--- src/core/boot_mode_regs.vh ---
`ifndef BOOT_MODE_REGS_VH
`define BOOT_MODE_REGS_VH

// Strap and source encodings
`define BOOT_SEL_W 4
`define BOOT_DEV_MSB 2
`define BSRC_FUSE 3'h0
`define BSRC_USB 3'h1
`define BSRC_EMMC 3'h2
`define BSRC_SD 3'h3
`define BSRC_NOR 3'h4
`define BSRC_NAND 3'h5

// Pad mux function codes, idle means the boot logic leaves the pad alone
`define PAD_FUNC_ZERO 3'h0
`define PAD_FUNC_TWO 3'h2
`define PAD_FUNC_IDLE 3'h7
`define PAD_FUNC_W 3

// Boot interfaces that may own pads
`define IF_NONE 3'h0
`define IF_FLASH 3'h1
`define IF_SD1_EMMC 3'h2
`define IF_SD1_SD 3'h3
`define IF_SD2 3'h4
`define IF_FIRST_RECOVERY_SERIAL_PORT 3'h5
`define IF_SECOND_RECOVERY_SERIAL_PORT 3'h6

// Flash data width codes
`define FW_1BIT 2'h0
`define FW_4BIT 2'h1
`define FW_8BIT 2'h2

// Pad counts per group
`define FLASH_PADS 12
`define SD1_PADS 10
`define SD2_PADS 8
`define SPI_PADS 5
`define SD1_D5_IDX 7
`define SD1_SD_PADS 6

// Strap settling time after reset release
`define STRAP_SETTLE_NS 40
`define CLK_PERIOD_NS 10
`define SETTLE_CYC ((`STRAP_SETTLE_NS + `CLK_PERIOD_NS - 1) / `CLK_PERIOD_NS)
`define SETTLE_CNT_W 3

`endif

--- src/core/strap_sync.v ---
`timescale 1ns/1ps
`default_nettype none

module strap_sync (
   // Clock and reset
   input wire i_core_clk,
   input wire i_nrst,
   // Asynchronous strap levels
   input wire [3:0] i_async,
   // Synchronised levels
   output wire [3:0] o_sync
);

   reg [3:0] meta_q;
   reg [3:0] sync_q;

   // Two stages; only the second stage is read outside
   always @(posedge i_core_clk) begin
      if (!i_nrst) begin
         meta_q <= 4'h0;
         sync_q <= 4'h0;
      end else begin
         meta_q <= i_async;
         sync_q <= meta_q;
      end
   end

   assign o_sync = sync_q;

endmodule

`default_nettype wire

--- src/core/boot_pad_mux.v ---
`timescale 1ns/1ps
`default_nettype none
`include "boot_mode_regs.vh"

module boot_pad_mux (
   // Selection
   input wire [2:0] i_iface,
   input wire [1:0] i_flash_width,
   input wire i_sd1_reset_on_d5,
   // Per-pad function codes, pad 0 in the low bits
   output wire [35:0] o_flash_func,
   output wire [29:0] o_sd1_func,
   output wire [23:0] o_sd2_func,
   output wire [14:0] o_first_recovery_serial_port_func,
   output wire [14:0] o_second_recovery_serial_port_func
);

   // Flash pads: data0..7, strobe, two selects, clock; unused data lanes stay idle
   function flash_pad_used;
      input integer k;
      input [1:0] w;
      begin
         flash_pad_used = (k > 7) || (k < 2) || ((k < 4) && (w != `FW_1BIT))
            || (w == `FW_8BIT);
      end
   endfunction

   genvar g;
   generate
      for (g = 0; g < `FLASH_PADS; g = g + 1) begin : g_flash
         assign o_flash_func[g*3 +: 3] = ((i_iface == `IF_FLASH) && flash_pad_used(g, i_flash_width))
            ? `PAD_FUNC_ZERO : `PAD_FUNC_IDLE;
      end
      // Host 1 pads: cmd, clk, data0..7; SD uses only four data lanes
      for (g = 0; g < `SD1_PADS; g = g + 1) begin : g_sd1
         assign o_sd1_func[g*3 +: 3] =
            ((i_iface == `IF_SD1_EMMC) && (g == `SD1_D5_IDX) && i_sd1_reset_on_d5) ? `PAD_FUNC_TWO :
            ((i_iface == `IF_SD1_EMMC) || ((i_iface == `IF_SD1_SD) && (g < `SD1_SD_PADS)))
            ? `PAD_FUNC_ZERO : `PAD_FUNC_IDLE;
      end
      // Host 2 pads: cmd, clk, data0..3, card reset, voltage select
      for (g = 0; g < `SD2_PADS; g = g + 1) begin : g_sd2
         assign o_sd2_func[g*3 +: 3] = (i_iface == `IF_SD2) ? `PAD_FUNC_ZERO : `PAD_FUNC_IDLE;
      end
      // Recovery ports: select1, data in, data out, clock, select0
      for (g = 0; g < `SPI_PADS; g = g + 1) begin : g_spi
         assign o_first_recovery_serial_port_func[g*3 +: 3] = (i_iface == `IF_FIRST_RECOVERY_SERIAL_PORT) ? `PAD_FUNC_TWO : `PAD_FUNC_IDLE;
         assign o_second_recovery_serial_port_func[g*3 +: 3] = (i_iface == `IF_SECOND_RECOVERY_SERIAL_PORT) ? `PAD_FUNC_TWO : `PAD_FUNC_IDLE;
      end
   endgenerate

endmodule

`default_nettype wire

--- src/core/boot_mode_select.v ---
`timescale 1ns/1ps
`default_nettype none
`include "boot_mode_regs.vh"

// Notes on behaviour
// Four strap bits taken; top bit ignored; low codes 110 and 111 reserved.
// Low strap bits 000 means configuration comes from fuses.
// Code 001 enters serial download over USB; no pad muxing needed.
// Code 010 boots 8-bit eMMC, only on first card host.
// Code 011 boots 4-bit SD on first or second card host.
// Code 100 boots serial NOR with 1, 4 or 8 bit width.
// Code 101 boots serial NAND with 1, 4 or 8 bit width.
// Straps sampled before ROM starts; pads default to strap function.
// Sampled configuration stored and held in the latch register.
// Normal, fuse and download modes; fuses may override the straps.
// Primary device from fuses in fuse mode, else from straps.
// Primary failure falls back to recovery on first or second SPI.
// Low-power boot type; only the safety core runs after reset.
// Board must not drive shared strap inputs during power-on reset.
// Board must not treat shared outputs toggling in reset as valid.
// Flash boot puts flash pad group on function zero; the code leaves data lanes unused at 1 or 4 bit width idle.
// First host boot uses function zero; card reset on data5, function two.
// Second host boot puts all its pads on function zero.
// First recovery port routed to audio and PDM pads, function two.
// Second recovery port routed to UART and PDM pads, function two.
// Pad muxing for the chosen interface set automatically during boot.
// Configuration captured once after reset release, then never changes.
module boot_mode_select (
   // Clock and power-on reset
   input wire i_core_clk,
   input wire i_nrst,
   // Strap pins
   input wire [3:0] i_boot_mode_pin,
   // Fuse values, same clock domain
   input wire i_fuse_override,
   input wire [2:0] i_fuse_boot_dev,
   input wire i_fuse_sd_on_host1,
   input wire i_fuse_sd1_reset_on_d5,
   input wire [1:0] i_fuse_flash_width,
   input wire i_fuse_recovery_port,
   // Boot ROM status pulses
   input wire i_primary_fail,
   input wire i_recovery_fail,
   // Latched configuration and decode
   output reg [3:0] o_boot_cfg_q,
   output reg o_cfg_valid_q,
   output reg o_fuse_mode_q,
   output reg [2:0] o_boot_dev_q,
   output reg [1:0] o_flash_width_q,
   output reg o_download_mode_q,
   output reg o_recovery_q,
   output reg o_recovery_port_q,
   output reg o_boot_error_q,
   // Boot sequencing
   output reg o_strap_pads_boot_fn_q,
   output reg o_rom_start_q,
   output reg o_safety_core_run_q,
   output reg o_low_power_boot_type_q,
   // Pad mux function codes
   output reg [35:0] o_flash_func_q,
   output reg [29:0] o_sd1_func_q,
   output reg [23:0] o_sd2_func_q,
   output reg [14:0] o_first_recovery_serial_port_func_q,
   output reg [14:0] o_second_recovery_serial_port_func_q
);

   // Sequencer states
   localparam [2:0] ST_SETTLE = 3'h0;
   localparam [2:0] ST_DECODE = 3'h1;
   localparam [2:0] ST_PRIMARY = 3'h2;
   localparam [2:0] ST_RECOVER = 3'h3;
   localparam [2:0] ST_DOWNLOAD = 3'h4;
   localparam [2:0] ST_HALT = 3'h5;

   // Integer first, then cut to the counter width on purpose
   localparam integer SETTLE_LAST_I = `SETTLE_CYC - 1;
   localparam [`SETTLE_CNT_W-1:0] SETTLE_LAST = SETTLE_LAST_I[`SETTLE_CNT_W-1:0];

   reg [2:0] state_q;
   reg [2:0] state_d;
   reg [`SETTLE_CNT_W-1:0] settle_cnt_q;
   reg [2:0] iface_q;
   reg [2:0] iface_d;
   reg captured_q;

   wire [3:0] strap_sync_w;
   wire [35:0] flash_func_w;
   wire [29:0] sd1_func_w;
   wire [23:0] sd2_func_w;
   wire [14:0] first_recovery_serial_port_func_w;
   wire [14:0] second_recovery_serial_port_func_w;

   // Decode results, looked at only in the decode state
   wire fuse_mode_w;
   wire [2:0] dev_w;
   wire dev_primary_w;
   wire dev_download_w;

   // True for devices that may serve as primary boot source
   function is_primary;
      input [2:0] dev;
      begin
         is_primary = (dev == `BSRC_EMMC) || (dev == `BSRC_SD) ||
            (dev == `BSRC_NOR) || (dev == `BSRC_NAND);
      end
   endfunction

   // Choose the boot source from straps or fuses
   function [2:0] pick_dev;
      input [3:0] cfg;
      input use_fuse;
      input [2:0] fuse_dev;
      begin
         if (use_fuse) begin
            pick_dev = fuse_dev;
         end else begin
            pick_dev = cfg[`BOOT_DEV_MSB:0];
         end
      end
   endfunction

   // Map a primary device onto the interface whose pads it needs
   function [2:0] primary_iface;
      input [2:0] dev;
      input sd_on_host1;
      begin
         case (dev)
            `BSRC_EMMC: begin
               primary_iface = `IF_SD1_EMMC;
            end
            `BSRC_SD: begin
               primary_iface = sd_on_host1 ? `IF_SD1_SD : `IF_SD2;
            end
            `BSRC_NOR, `BSRC_NAND: begin
               primary_iface = `IF_FLASH;
            end
            default: begin
               primary_iface = `IF_NONE;
            end
         endcase
      end
   endfunction

   // Straps come from pads, so they cross into this clock first
   strap_sync u_strap_sync (
      .i_core_clk(i_core_clk),
      .i_nrst(i_nrst),
      .i_async(i_boot_mode_pin),
      .o_sync(strap_sync_w)
   );

   // Per-pad function codes for whichever interface owns pads now
   boot_pad_mux u_pad_mux (
      .i_iface(iface_q),
      .i_flash_width(o_flash_width_q),
      .i_sd1_reset_on_d5(i_fuse_sd1_reset_on_d5),
      .o_flash_func(flash_func_w),
      .o_sd1_func(sd1_func_w),
      .o_sd2_func(sd2_func_w),
      .o_first_recovery_serial_port_func(first_recovery_serial_port_func_w),
      .o_second_recovery_serial_port_func(second_recovery_serial_port_func_w)
   );

   // Fuse mode when low strap bits are zero or fuses force it; top bit unused
   assign fuse_mode_w = (o_boot_cfg_q[`BOOT_DEV_MSB:0] == `BSRC_FUSE) || i_fuse_override;
   assign dev_w = pick_dev(o_boot_cfg_q, fuse_mode_w, i_fuse_boot_dev);
   assign dev_primary_w = is_primary(dev_w);
   assign dev_download_w = (dev_w == `BSRC_USB);

   // Next state; reserved codes and bad fuse devices end in halt
   always @* begin
      state_d = state_q;
      case (state_q)
         ST_SETTLE: begin
            if (settle_cnt_q == SETTLE_LAST) begin
               state_d = ST_DECODE;
            end
         end
         ST_DECODE: begin
            if (dev_download_w) begin
               state_d = ST_DOWNLOAD;
            end else if (dev_primary_w) begin
               state_d = ST_PRIMARY;
            end else begin
               state_d = ST_HALT;
            end
         end
         ST_PRIMARY: begin
            if (i_primary_fail) begin
               state_d = ST_RECOVER;
            end
         end
         ST_RECOVER: begin
            if (i_recovery_fail) begin
               state_d = ST_HALT;
            end
         end
         ST_DOWNLOAD: begin
            state_d = ST_DOWNLOAD;
         end
         ST_HALT: begin
            state_d = ST_HALT;
         end
         default: begin
            state_d = ST_HALT;
         end
      endcase
   end

   // Interface owning the pads in the next state; download needs no pads
   always @* begin
      iface_d = `IF_NONE;
      case (state_d)
         ST_PRIMARY: begin
            iface_d = primary_iface(dev_w, i_fuse_sd_on_host1);
         end
         ST_RECOVER: begin
            iface_d = o_recovery_port_q ? `IF_SECOND_RECOVERY_SERIAL_PORT : `IF_FIRST_RECOVERY_SERIAL_PORT;
         end
         default: begin
            iface_d = `IF_NONE;
         end
      endcase
   end

   // Settle counter; runs from reset release, so the synchroniser fills inside the strap settle time
   always @(posedge i_core_clk) begin
      if (!i_nrst) begin
         settle_cnt_q <= {`SETTLE_CNT_W{1'b0}};
      end else if (state_q == ST_SETTLE) begin
         settle_cnt_q <= settle_cnt_q + 1'b1;
      end
   end

   // Sequencer and interface ownership
   always @(posedge i_core_clk) begin
      if (!i_nrst) begin
         state_q <= ST_SETTLE;
         iface_q <= `IF_NONE;
      end else begin
         state_q <= state_d;
         // Owner changes only on a state change; later fuse edits cannot move pads, except the live data5 reset fuse
         if (state_d != state_q) begin
            iface_q <= iface_d;
         end
      end
   end

   // One-shot capture of the straps; nothing later can rewrite it
   always @(posedge i_core_clk) begin
      if (!i_nrst) begin
         o_boot_cfg_q <= 4'h0;
         o_cfg_valid_q <= 1'b0;
         captured_q <= 1'b0;
      end else if ((state_q == ST_SETTLE) && (settle_cnt_q == SETTLE_LAST) && !captured_q) begin
         o_boot_cfg_q <= strap_sync_w;
         o_cfg_valid_q <= 1'b1;
         captured_q <= 1'b1;
      end
   end

   // Decode results held from the decode state on
   always @(posedge i_core_clk) begin
      if (!i_nrst) begin
         o_fuse_mode_q <= 1'b0;
         o_boot_dev_q <= `BSRC_FUSE;
         o_flash_width_q <= `FW_1BIT;
         o_download_mode_q <= 1'b0;
         o_recovery_port_q <= 1'b0;
      end else if (state_q == ST_DECODE) begin
         o_fuse_mode_q <= fuse_mode_w;
         o_boot_dev_q <= dev_w;
         o_flash_width_q <= i_fuse_flash_width;
         o_download_mode_q <= dev_download_w;
         o_recovery_port_q <= i_fuse_recovery_port;
      end
   end

   // Recovery and error status
   always @(posedge i_core_clk) begin
      if (!i_nrst) begin
         o_recovery_q <= 1'b0;
         o_boot_error_q <= 1'b0;
      end else begin
         if (state_d == ST_RECOVER) begin
            o_recovery_q <= 1'b1;
         end
         if ((state_q != ST_HALT) && (state_d == ST_HALT)) begin
            o_boot_error_q <= 1'b1;
         end
      end
   end

   // Pads stay on their strap function until the decode state, one cycle after capture; ROM starts then
   always @(posedge i_core_clk) begin
      if (!i_nrst) begin
         o_strap_pads_boot_fn_q <= 1'b1;
         o_rom_start_q <= 1'b0;
         o_safety_core_run_q <= 1'b0;
         o_low_power_boot_type_q <= 1'b0;
      end else begin
         if (state_q == ST_DECODE) begin
            o_strap_pads_boot_fn_q <= 1'b0;
            o_rom_start_q <= 1'b1;
            o_safety_core_run_q <= 1'b1;
         end
         // Only one boot type exists, so it is flagged from the first cycle
         o_low_power_boot_type_q <= 1'b1;
      end
   end

   // Registered pad codes; all idle while straps are being read
   always @(posedge i_core_clk) begin
      if (!i_nrst) begin
         o_flash_func_q <= {`FLASH_PADS{`PAD_FUNC_IDLE}};
         o_sd1_func_q <= {`SD1_PADS{`PAD_FUNC_IDLE}};
         o_sd2_func_q <= {`SD2_PADS{`PAD_FUNC_IDLE}};
         o_first_recovery_serial_port_func_q <= {`SPI_PADS{`PAD_FUNC_IDLE}};
         o_second_recovery_serial_port_func_q <= {`SPI_PADS{`PAD_FUNC_IDLE}};
      end else begin
         o_flash_func_q <= flash_func_w;
         o_sd1_func_q <= sd1_func_w;
         o_sd2_func_q <= sd2_func_w;
         o_first_recovery_serial_port_func_q <= first_recovery_serial_port_func_w;
         o_second_recovery_serial_port_func_q <= second_recovery_serial_port_func_w;
      end
   end

endmodule

`default_nettype wire

--- config.mk ---
export PLATFORM = sky130hd
export DESIGN_NAME = boot_mode_select
export DESIGN_NICKNAME = d
export VERILOG_FILES = /design/src/core/strap_sync.v /design/src/core/boot_pad_mux.v /design/src/core/boot_mode_select.v
export VERILOG_INCLUDE_DIRS = /design/src /design/src/core
export SDC_FILE = /design/constraint.sdc
export NUM_CORES = 1
export LEC_CHECK = 0
export BUFFER_PORTS_ARGS = -buffer_cell sky130_fd_sc_hd__buf_4
export CAP_MARGIN = 15
export CORE_ASPECT_RATIO = 1.25
export CORE_UTILIZATION = 35
export CTS_CLUSTER_SIZE = 25
export DETAILED_ROUTE_END_ITERATION = 16
export SYNTH_ARGS = -nofsm -noshare
export SYNTH_HDL_FRONTEND = slang
export SYNTH_HIERARCHICAL = 1
export SYNTH_SLANG_ARGS = --single-unit
--- constraint.sdc ---
create_clock -name i_core_clk -period 2.5 [get_ports i_core_clk]
set_clock_uncertainty 0.2 [all_clocks]
set_input_delay 0.125 -clock i_core_clk [delete_from_list [all_inputs] [get_ports i_core_clk]]
set_output_delay 0.125 -clock i_core_clk [all_outputs]
set_load 0.01 [all_outputs]
# Word-level counts from Yosys, hierarchy flattened
# Cells that the tools add are included.
[word_totals] register_bits=155 output_inout_bits=139 word_cells=86
[classes] n_mux=21 reduce_logical=18 addsub=1 n_bitwise=1 n_eq_ne=22
[ops] operator="$mux 3" n=16
[ops] operator="$eq 3x2->1 const B" n=9
[ops] operator="$eq 3x3->1 const B" n=7
[ops] operator="$pmux 3 s5" n=1
[ops] operator="$eq 3x1->1 const B" n=3
[ops] operator="$pmux 3 s3" n=1
[ops] operator="$logic_and 1x1->1" n=6
[ops] operator="$logic_not 3->1" n=2
[ops] operator="$logic_or 1x1->1" n=6
[ops] operator="$pmux 3 s2" n=1
[ops] operator="$reduce_or 2->1" n=2
[ops] operator="$add 3x1->3 const B" n=1
[ops] operator="$ne 3x3->1" n=1
[ops] operator="$ne 3x3->1 const B" n=1
[ops] operator="$eq 2x2->1 const B" n=1
[ops] operator="$mux 2" n=1
[ops] operator="$reduce_bool 2->1" n=1
[ops] operator="$logic_not 1->1" n=1
[ops] operator="$mux 1" n=1
[ops] operator="$not 1->1" n=1

# Longest topological paths before layout
[depth] depth_word=12 depth_mapped=7 ltp_nobuf=6

# Cells and area by module
# Netlist, hierarchy kept.
[modules_own_cells] module="boot_mode_select" cells_each=410 instances=1 area_each_um2=4585.6 seq_area_each_um2=2942.8
[modules_own_cells] module="boot_pad_mux" cells_each=123 instances=1 area_each_um2=907.1 seq_area_each_um2=0.0
[modules_own_cells] module="strap_sync" cells_each=16 instances=1 area_each_um2=210.2 seq_area_each_um2=160.2

# Worst setup path before layout
# Ideal clock, no wire load.
[synth_path] path_kind="input to register" from="in i_fuse_override" to="reg iface_q[0]" cell_stages=7 slack_ps=811 setup_time_ps=117 required_time_ps=2183 arrival_ps=1372 cell_sequence="buf_2 mux2i_1 and2_4 buf_6 a32oi_2 a21o_2 a32o_1"
[synth_via] elab_chain_len=11 elab_cells_between_ends=19
[synth_lines] item="start, declared" line_no="boot_mode_select.v:35" rtl="input wire i_fuse_override,"
[synth_lines] item="$logic_or 1x1->1 *" line_no="boot_mode_select.v:165" rtl="assign fuse_mode_w = (o_boot_cfg_q[`BOOT_DEV_MSB:0] == `BSRC_FUSE) || i_fuse_override;"
[synth_lines] item="$mux 3 *" line_no="boot_mode_select.v:114" rtl="if (use_fuse) begin"
[synth_lines] item="$eq 3x2->1" line_no="boot_mode_select.v:127" rtl="case (dev)"
[synth_lines] item="$logic_or 1x1->1 (3 in a row)" line_no="boot_mode_select.v:103" rtl="is_primary = (dev == `BSRC_EMMC) || (dev == `BSRC_SD) ||"
[synth_lines] item="$mux 3" line_no="boot_mode_select.v:182" rtl="end else if (dev_primary_w) begin"
[synth_lines] item="$mux 3" line_no="boot_mode_select.v:180" rtl="if (dev_download_w) begin"
[synth_lines] item="$pmux 3 s5" line_no="boot_mode_select.v:173" rtl="case (state_q)"
[synth_lines] item="$eq 3x2->1 (on tied branches)"
[synth_lines] item="$pmux 3 s2" line_no="boot_mode_select.v:213" rtl="case (state_d)"
[synth_lines] item="end signal, assigned" line_no="boot_mode_select.v:239" rtl="iface_q <= `IF_NONE;"
[synth_lines] item="end signal, assigned" line_no="boot_mode_select.v:244" rtl="iface_q <= iface_d;"
[synth_lines] item="end, declared" line_no="boot_mode_select.v:82" rtl="reg [2:0] iface_q;"
# Every way passes the cells marked *; elsewhere a longest branch is shown, timed or not.
# A chain may end at the register's enable or synchronous reset.

==> out/qor.txt <==
====================================================================================
Later-pin clock latency in the skew report                                   0.41 ns
Number of levels the H-tree was split into                                         4
Largest area contributor in the synthesized netlist                     sky130_fd_sc_hd__dfxtp_1
Number of instances in the synthesized netlist                                   549
Syn avg cell area                                                           10.4 um2
Post-layout min period                                                       2.06 ns
Seq pwr share                                                                  45.4%
Worst path max stage delay                                                   0.44 ns
Number of standard cells in the layout, taps in and fillers out                  838
Deepest clock path buffer count                                                    2
Wire length of the first global-routing pass                                15700 um
Gp weighted congestion                                                         0.775
Die Footprint                                                             0.0168 mm2
Top cell types by occurrence after synthesis                            sky130_fd_sc_hd__dfxtp_1, sky130_fd_sc_hd__nand2b_1, sky130_fd_sc_hd__buf_4
Worst hold margin                                                          0.0346 ns
RSZ-0062 raised after global routing                                              no
Power per unit of standard cell area                                      878 mW/mm2
DR vias                                                                         3493
Overall track demand over capacity in global routing                           12.4%
Mean number of vias per cell                                                    4.17
Timing-limited maximum frequency                                             485 MHz
Overall power of the completed layout                                        6.09 mW
Final-layout setup total negative slack                                         0 ns
Number of slew-limit violations in the final report                                0
Max-capacitance violation count                                                    0
Detailed-routing iteration count for the pre-antenna-repair pass                   4
Switching power as a share of total power                                      24.9%
Net total in the final layout                                                    634
Largest fanout on the critical path                                                9
Cell with the most instances after synthesis                            sky130_fd_sc_hd__dfxtp_1
Critical Path Source Type                                                       flop
Post-synthesis register bit count                                                155
Critical Path AT                                                             2.16 ns
Proportion of synthesized flip-flops having asynchronous set or reset             0%
Root cell of the clock tree                                             sky130_fd_sc_hd__clkbuf_16
Worst IR Drop VDD                                                           0.464 mV
Dpl cells                                                                        796
Type of the worst min-delay path                                        primary input to flop
Fill cells                                                                      1505
Clock tree from TritonCTS                                                       done
Logic depth of the worst register-to-register path                                 5
Top area cells in the synthesized netlist                               sky130_fd_sc_hd__dfxtp_1, sky130_fd_sc_hd__buf_4, sky130_fd_sc_hd__nand2b_1
Cell with the biggest individual delay on the critical path             sky130_fd_sc_hd__or3b_1
Cell depth of the worst min-delay path                                             5
CP required                                                                  2.60 ns
Initial DRC Count                                                                176
Count of buffers added by post-CTS timing repair for setup                         0
Width of the chip                                                             116 um
Number of buffers added on ports                                                 155
CTS buffer count                                                                  17
Pin count of the biggest net entering global routing                              89
Share of final-layout standard cells stronger than drive strength 1            31.5%
Floorplan die height                                                          145 um
ANT cells                                                                          0
Floorplan row count                                                               51
Run status                                                              finished, final reports clean
Synth top area share                                                           54.4%
Post-detailed-placement cell area                                        0.00626 mm2
Worst-Margin Slew                                                           0.824 ns
Remaining antenna violation count after routing                                    0
Worst setup margin                                                          0.438 ns
Post-route core utilization                                                    44.0%
Design area                                                              0.00694 mm2
Grt total ovfl                                                                     0
Initial antenna violation count                                                    0
Worst Setup Path Type                                                   flop to flop
Sink count of the clock tree                                                     155
Count of synthesis-stage warnings from yosys                                       6
Internal power                                                               4.57 mW
Ordered cell list for the critical path                                 or3b_1 -> and2_1 -> a32oi_2 -> nand2_1 -> a32o_2
Number of top-level pins                                                         156
Worst max-slew margin expressed relative to the limit                          45.0%
Placeable Area                                                            0.0158 mm2
Top FF cell, synth                                                      sky130_fd_sc_hd__dfxtp_1
Register area share after synthesis                                            54.4%
Worst slack at placement                                                    0.460 ns
Comb pwr share                                                                 15.3%
Total count of hold-check failures in the final report                             0
Starting Density                                                               36.2%
Number of enable flip-flop cells after synthesis                                   0
Count of unique library cells instantiated by Yosys                               51
DRT Wirelength                                                              10300 um
Worst Setup End Kind                                                            flop
Post-synthesis instance area                                             0.00570 mm2
Reg clk slew, reported paths                                                 0.06 ns
Switching power total                                                        1.52 mW
Final setup fails                                                                  0
Share of the clock period used by the worst path after layout                  82.5%
Mean routed wirelength per cell                                              12.3 um
Layout overhead on the synthesized area                                        21.6%
Sum of net half-perimeters after detailed placement                          7110 um
Drt drc                                                                            0
Clock group share of total power                                               39.3%
Leakage component of the power                                               2.80 nW
Number of global-route vias before repair                                       3271
====================================================================================
==> cells by family (layout without fill, tap and decap cells) <==
group                    after synthesis  in the layout  synth area share, %
buffers and inverters                137            205                 16.5
other                                  1             10               0.0658
AO/OA/AOI/OAI                         45             45                 6.03
XOR/XNOR                               2              2                0.307
AND/OR/NAND/NOR                      202            202                 21.3
multiplexers                           5              5                0.900
flip-flops                           155            155                 54.4
adder cells (fa/ha/maj)                2              2                0.439
==> worst max-delay path: cells and delay by family, from the launching register on <==
family | cells | cell delay [ns]
DFF | 1 | 0.39
AOI/OAI and AO/OA | 2 | 0.59
and+or+nand+nor | 3 | 0.76
==> power groups by stage <==
stage / clock (mW) / combinational, mW / sequential [mW]
2_1_floorplan: 0 / 0.713 / 2.83
3_3_place_gp: 0 / 0.902 / 2.81
3_5_place_dp: 0 / 0.925 / 2.82
4_1_cts: 2.47 / 0.945 / 2.77
5_1_grt: 2.58 / 1.03 / 2.79
6_report: 2.39 / 0.929 / 2.77
==> final cells by class <==
cell class                 instances  area (um2)  share of cell area, %
sequential                       155        3100                   44.7
multi-input combinational        266        1690                   24.4
timing repair buffer             170        1310                   18.8
clock buffer                      22         454                   6.55
tap                              212         265                   3.82
clock inverter                     8        96.3                   1.39
inverter                           5        18.8                  0.271
==> sequential cells by signal, summed over array words and instances (netlist names) <==
register                              count
o_sd2_func_q                             24
o_safety_core_run_q                       1
o_flash_width_q                           2
o_recovery_q                              1
iface_q                                   3
o_second_recovery_serial_port_func_q     15
o_low_power_boot_type_q                   1
o_recovery_port_q                         1
u_strap_sync/o_sync                       4
o_boot_dev_q                              3
u_strap_sync/meta_q                       4
o_boot_error_q                            1
o_strap_pads_boot_fn_q                    1
o_fuse_mode_q                             1
settle_cnt_q                              3
state_q                                   3
o_flash_func_q                           36
o_first_recovery_serial_port_func_q      15
o_download_mode_q                         1
o_boot_cfg_q                              4
captured_q                                1
o_sd1_func_q                             30
==> per-layer routing <==
layer,up-vias,wire [um],part of all wire (%),GRT usage (%)
met2,113,5250,51,21.4
met3,9,595,5.8,4.46
met4,0,133,1.3,5.47
li1,1751,-,-,-
met1,1620,4300,42,13.5
met5,-,0,0,0
==> cell usage in the layout (no fill, tap or decap), types with 6 or more instances in the layout <==
master	count
sky130_fd_sc_hd__conb_1	10
sky130_fd_sc_hd__buf_4	158
sky130_fd_sc_hd__nand2b_1	120
sky130_fd_sc_hd__o21ai_0	10
sky130_fd_sc_hd__a21boi_0	8
sky130_fd_sc_hd__dfxtp_1	155
sky130_fd_sc_hd__nor2_1	6
sky130_fd_sc_hd__nand2_1	30
sky130_fd_sc_hd__dlygate4sd3_1	12
sky130_fd_sc_hd__and2_1	12
sky130_fd_sc_hd__clkbuf_16	17
==> worst paths after layout <==
check                           slack [ns]                    from                endpoint
worst max register to register        0.44         o_boot_cfg_q[1]            o_recovery_q
worst max-delay path                  0.44         o_boot_cfg_q[1]            o_recovery_q
worst min register to register        0.23  u_strap_sync/meta_q[0]  u_strap_sync/o_sync[0]
worst min-delay path                  0.03      i_fuse_boot_dev[0]       o_download_mode_q
==> repair_timing <==
item	4_1_cts	5_1_grt
gates resized for setup	0	0
endpoints found under the hold margin	12	0
setup endpoints to repair	0	0
hold buffers	12	0
(Power assumes the default switching activity.)
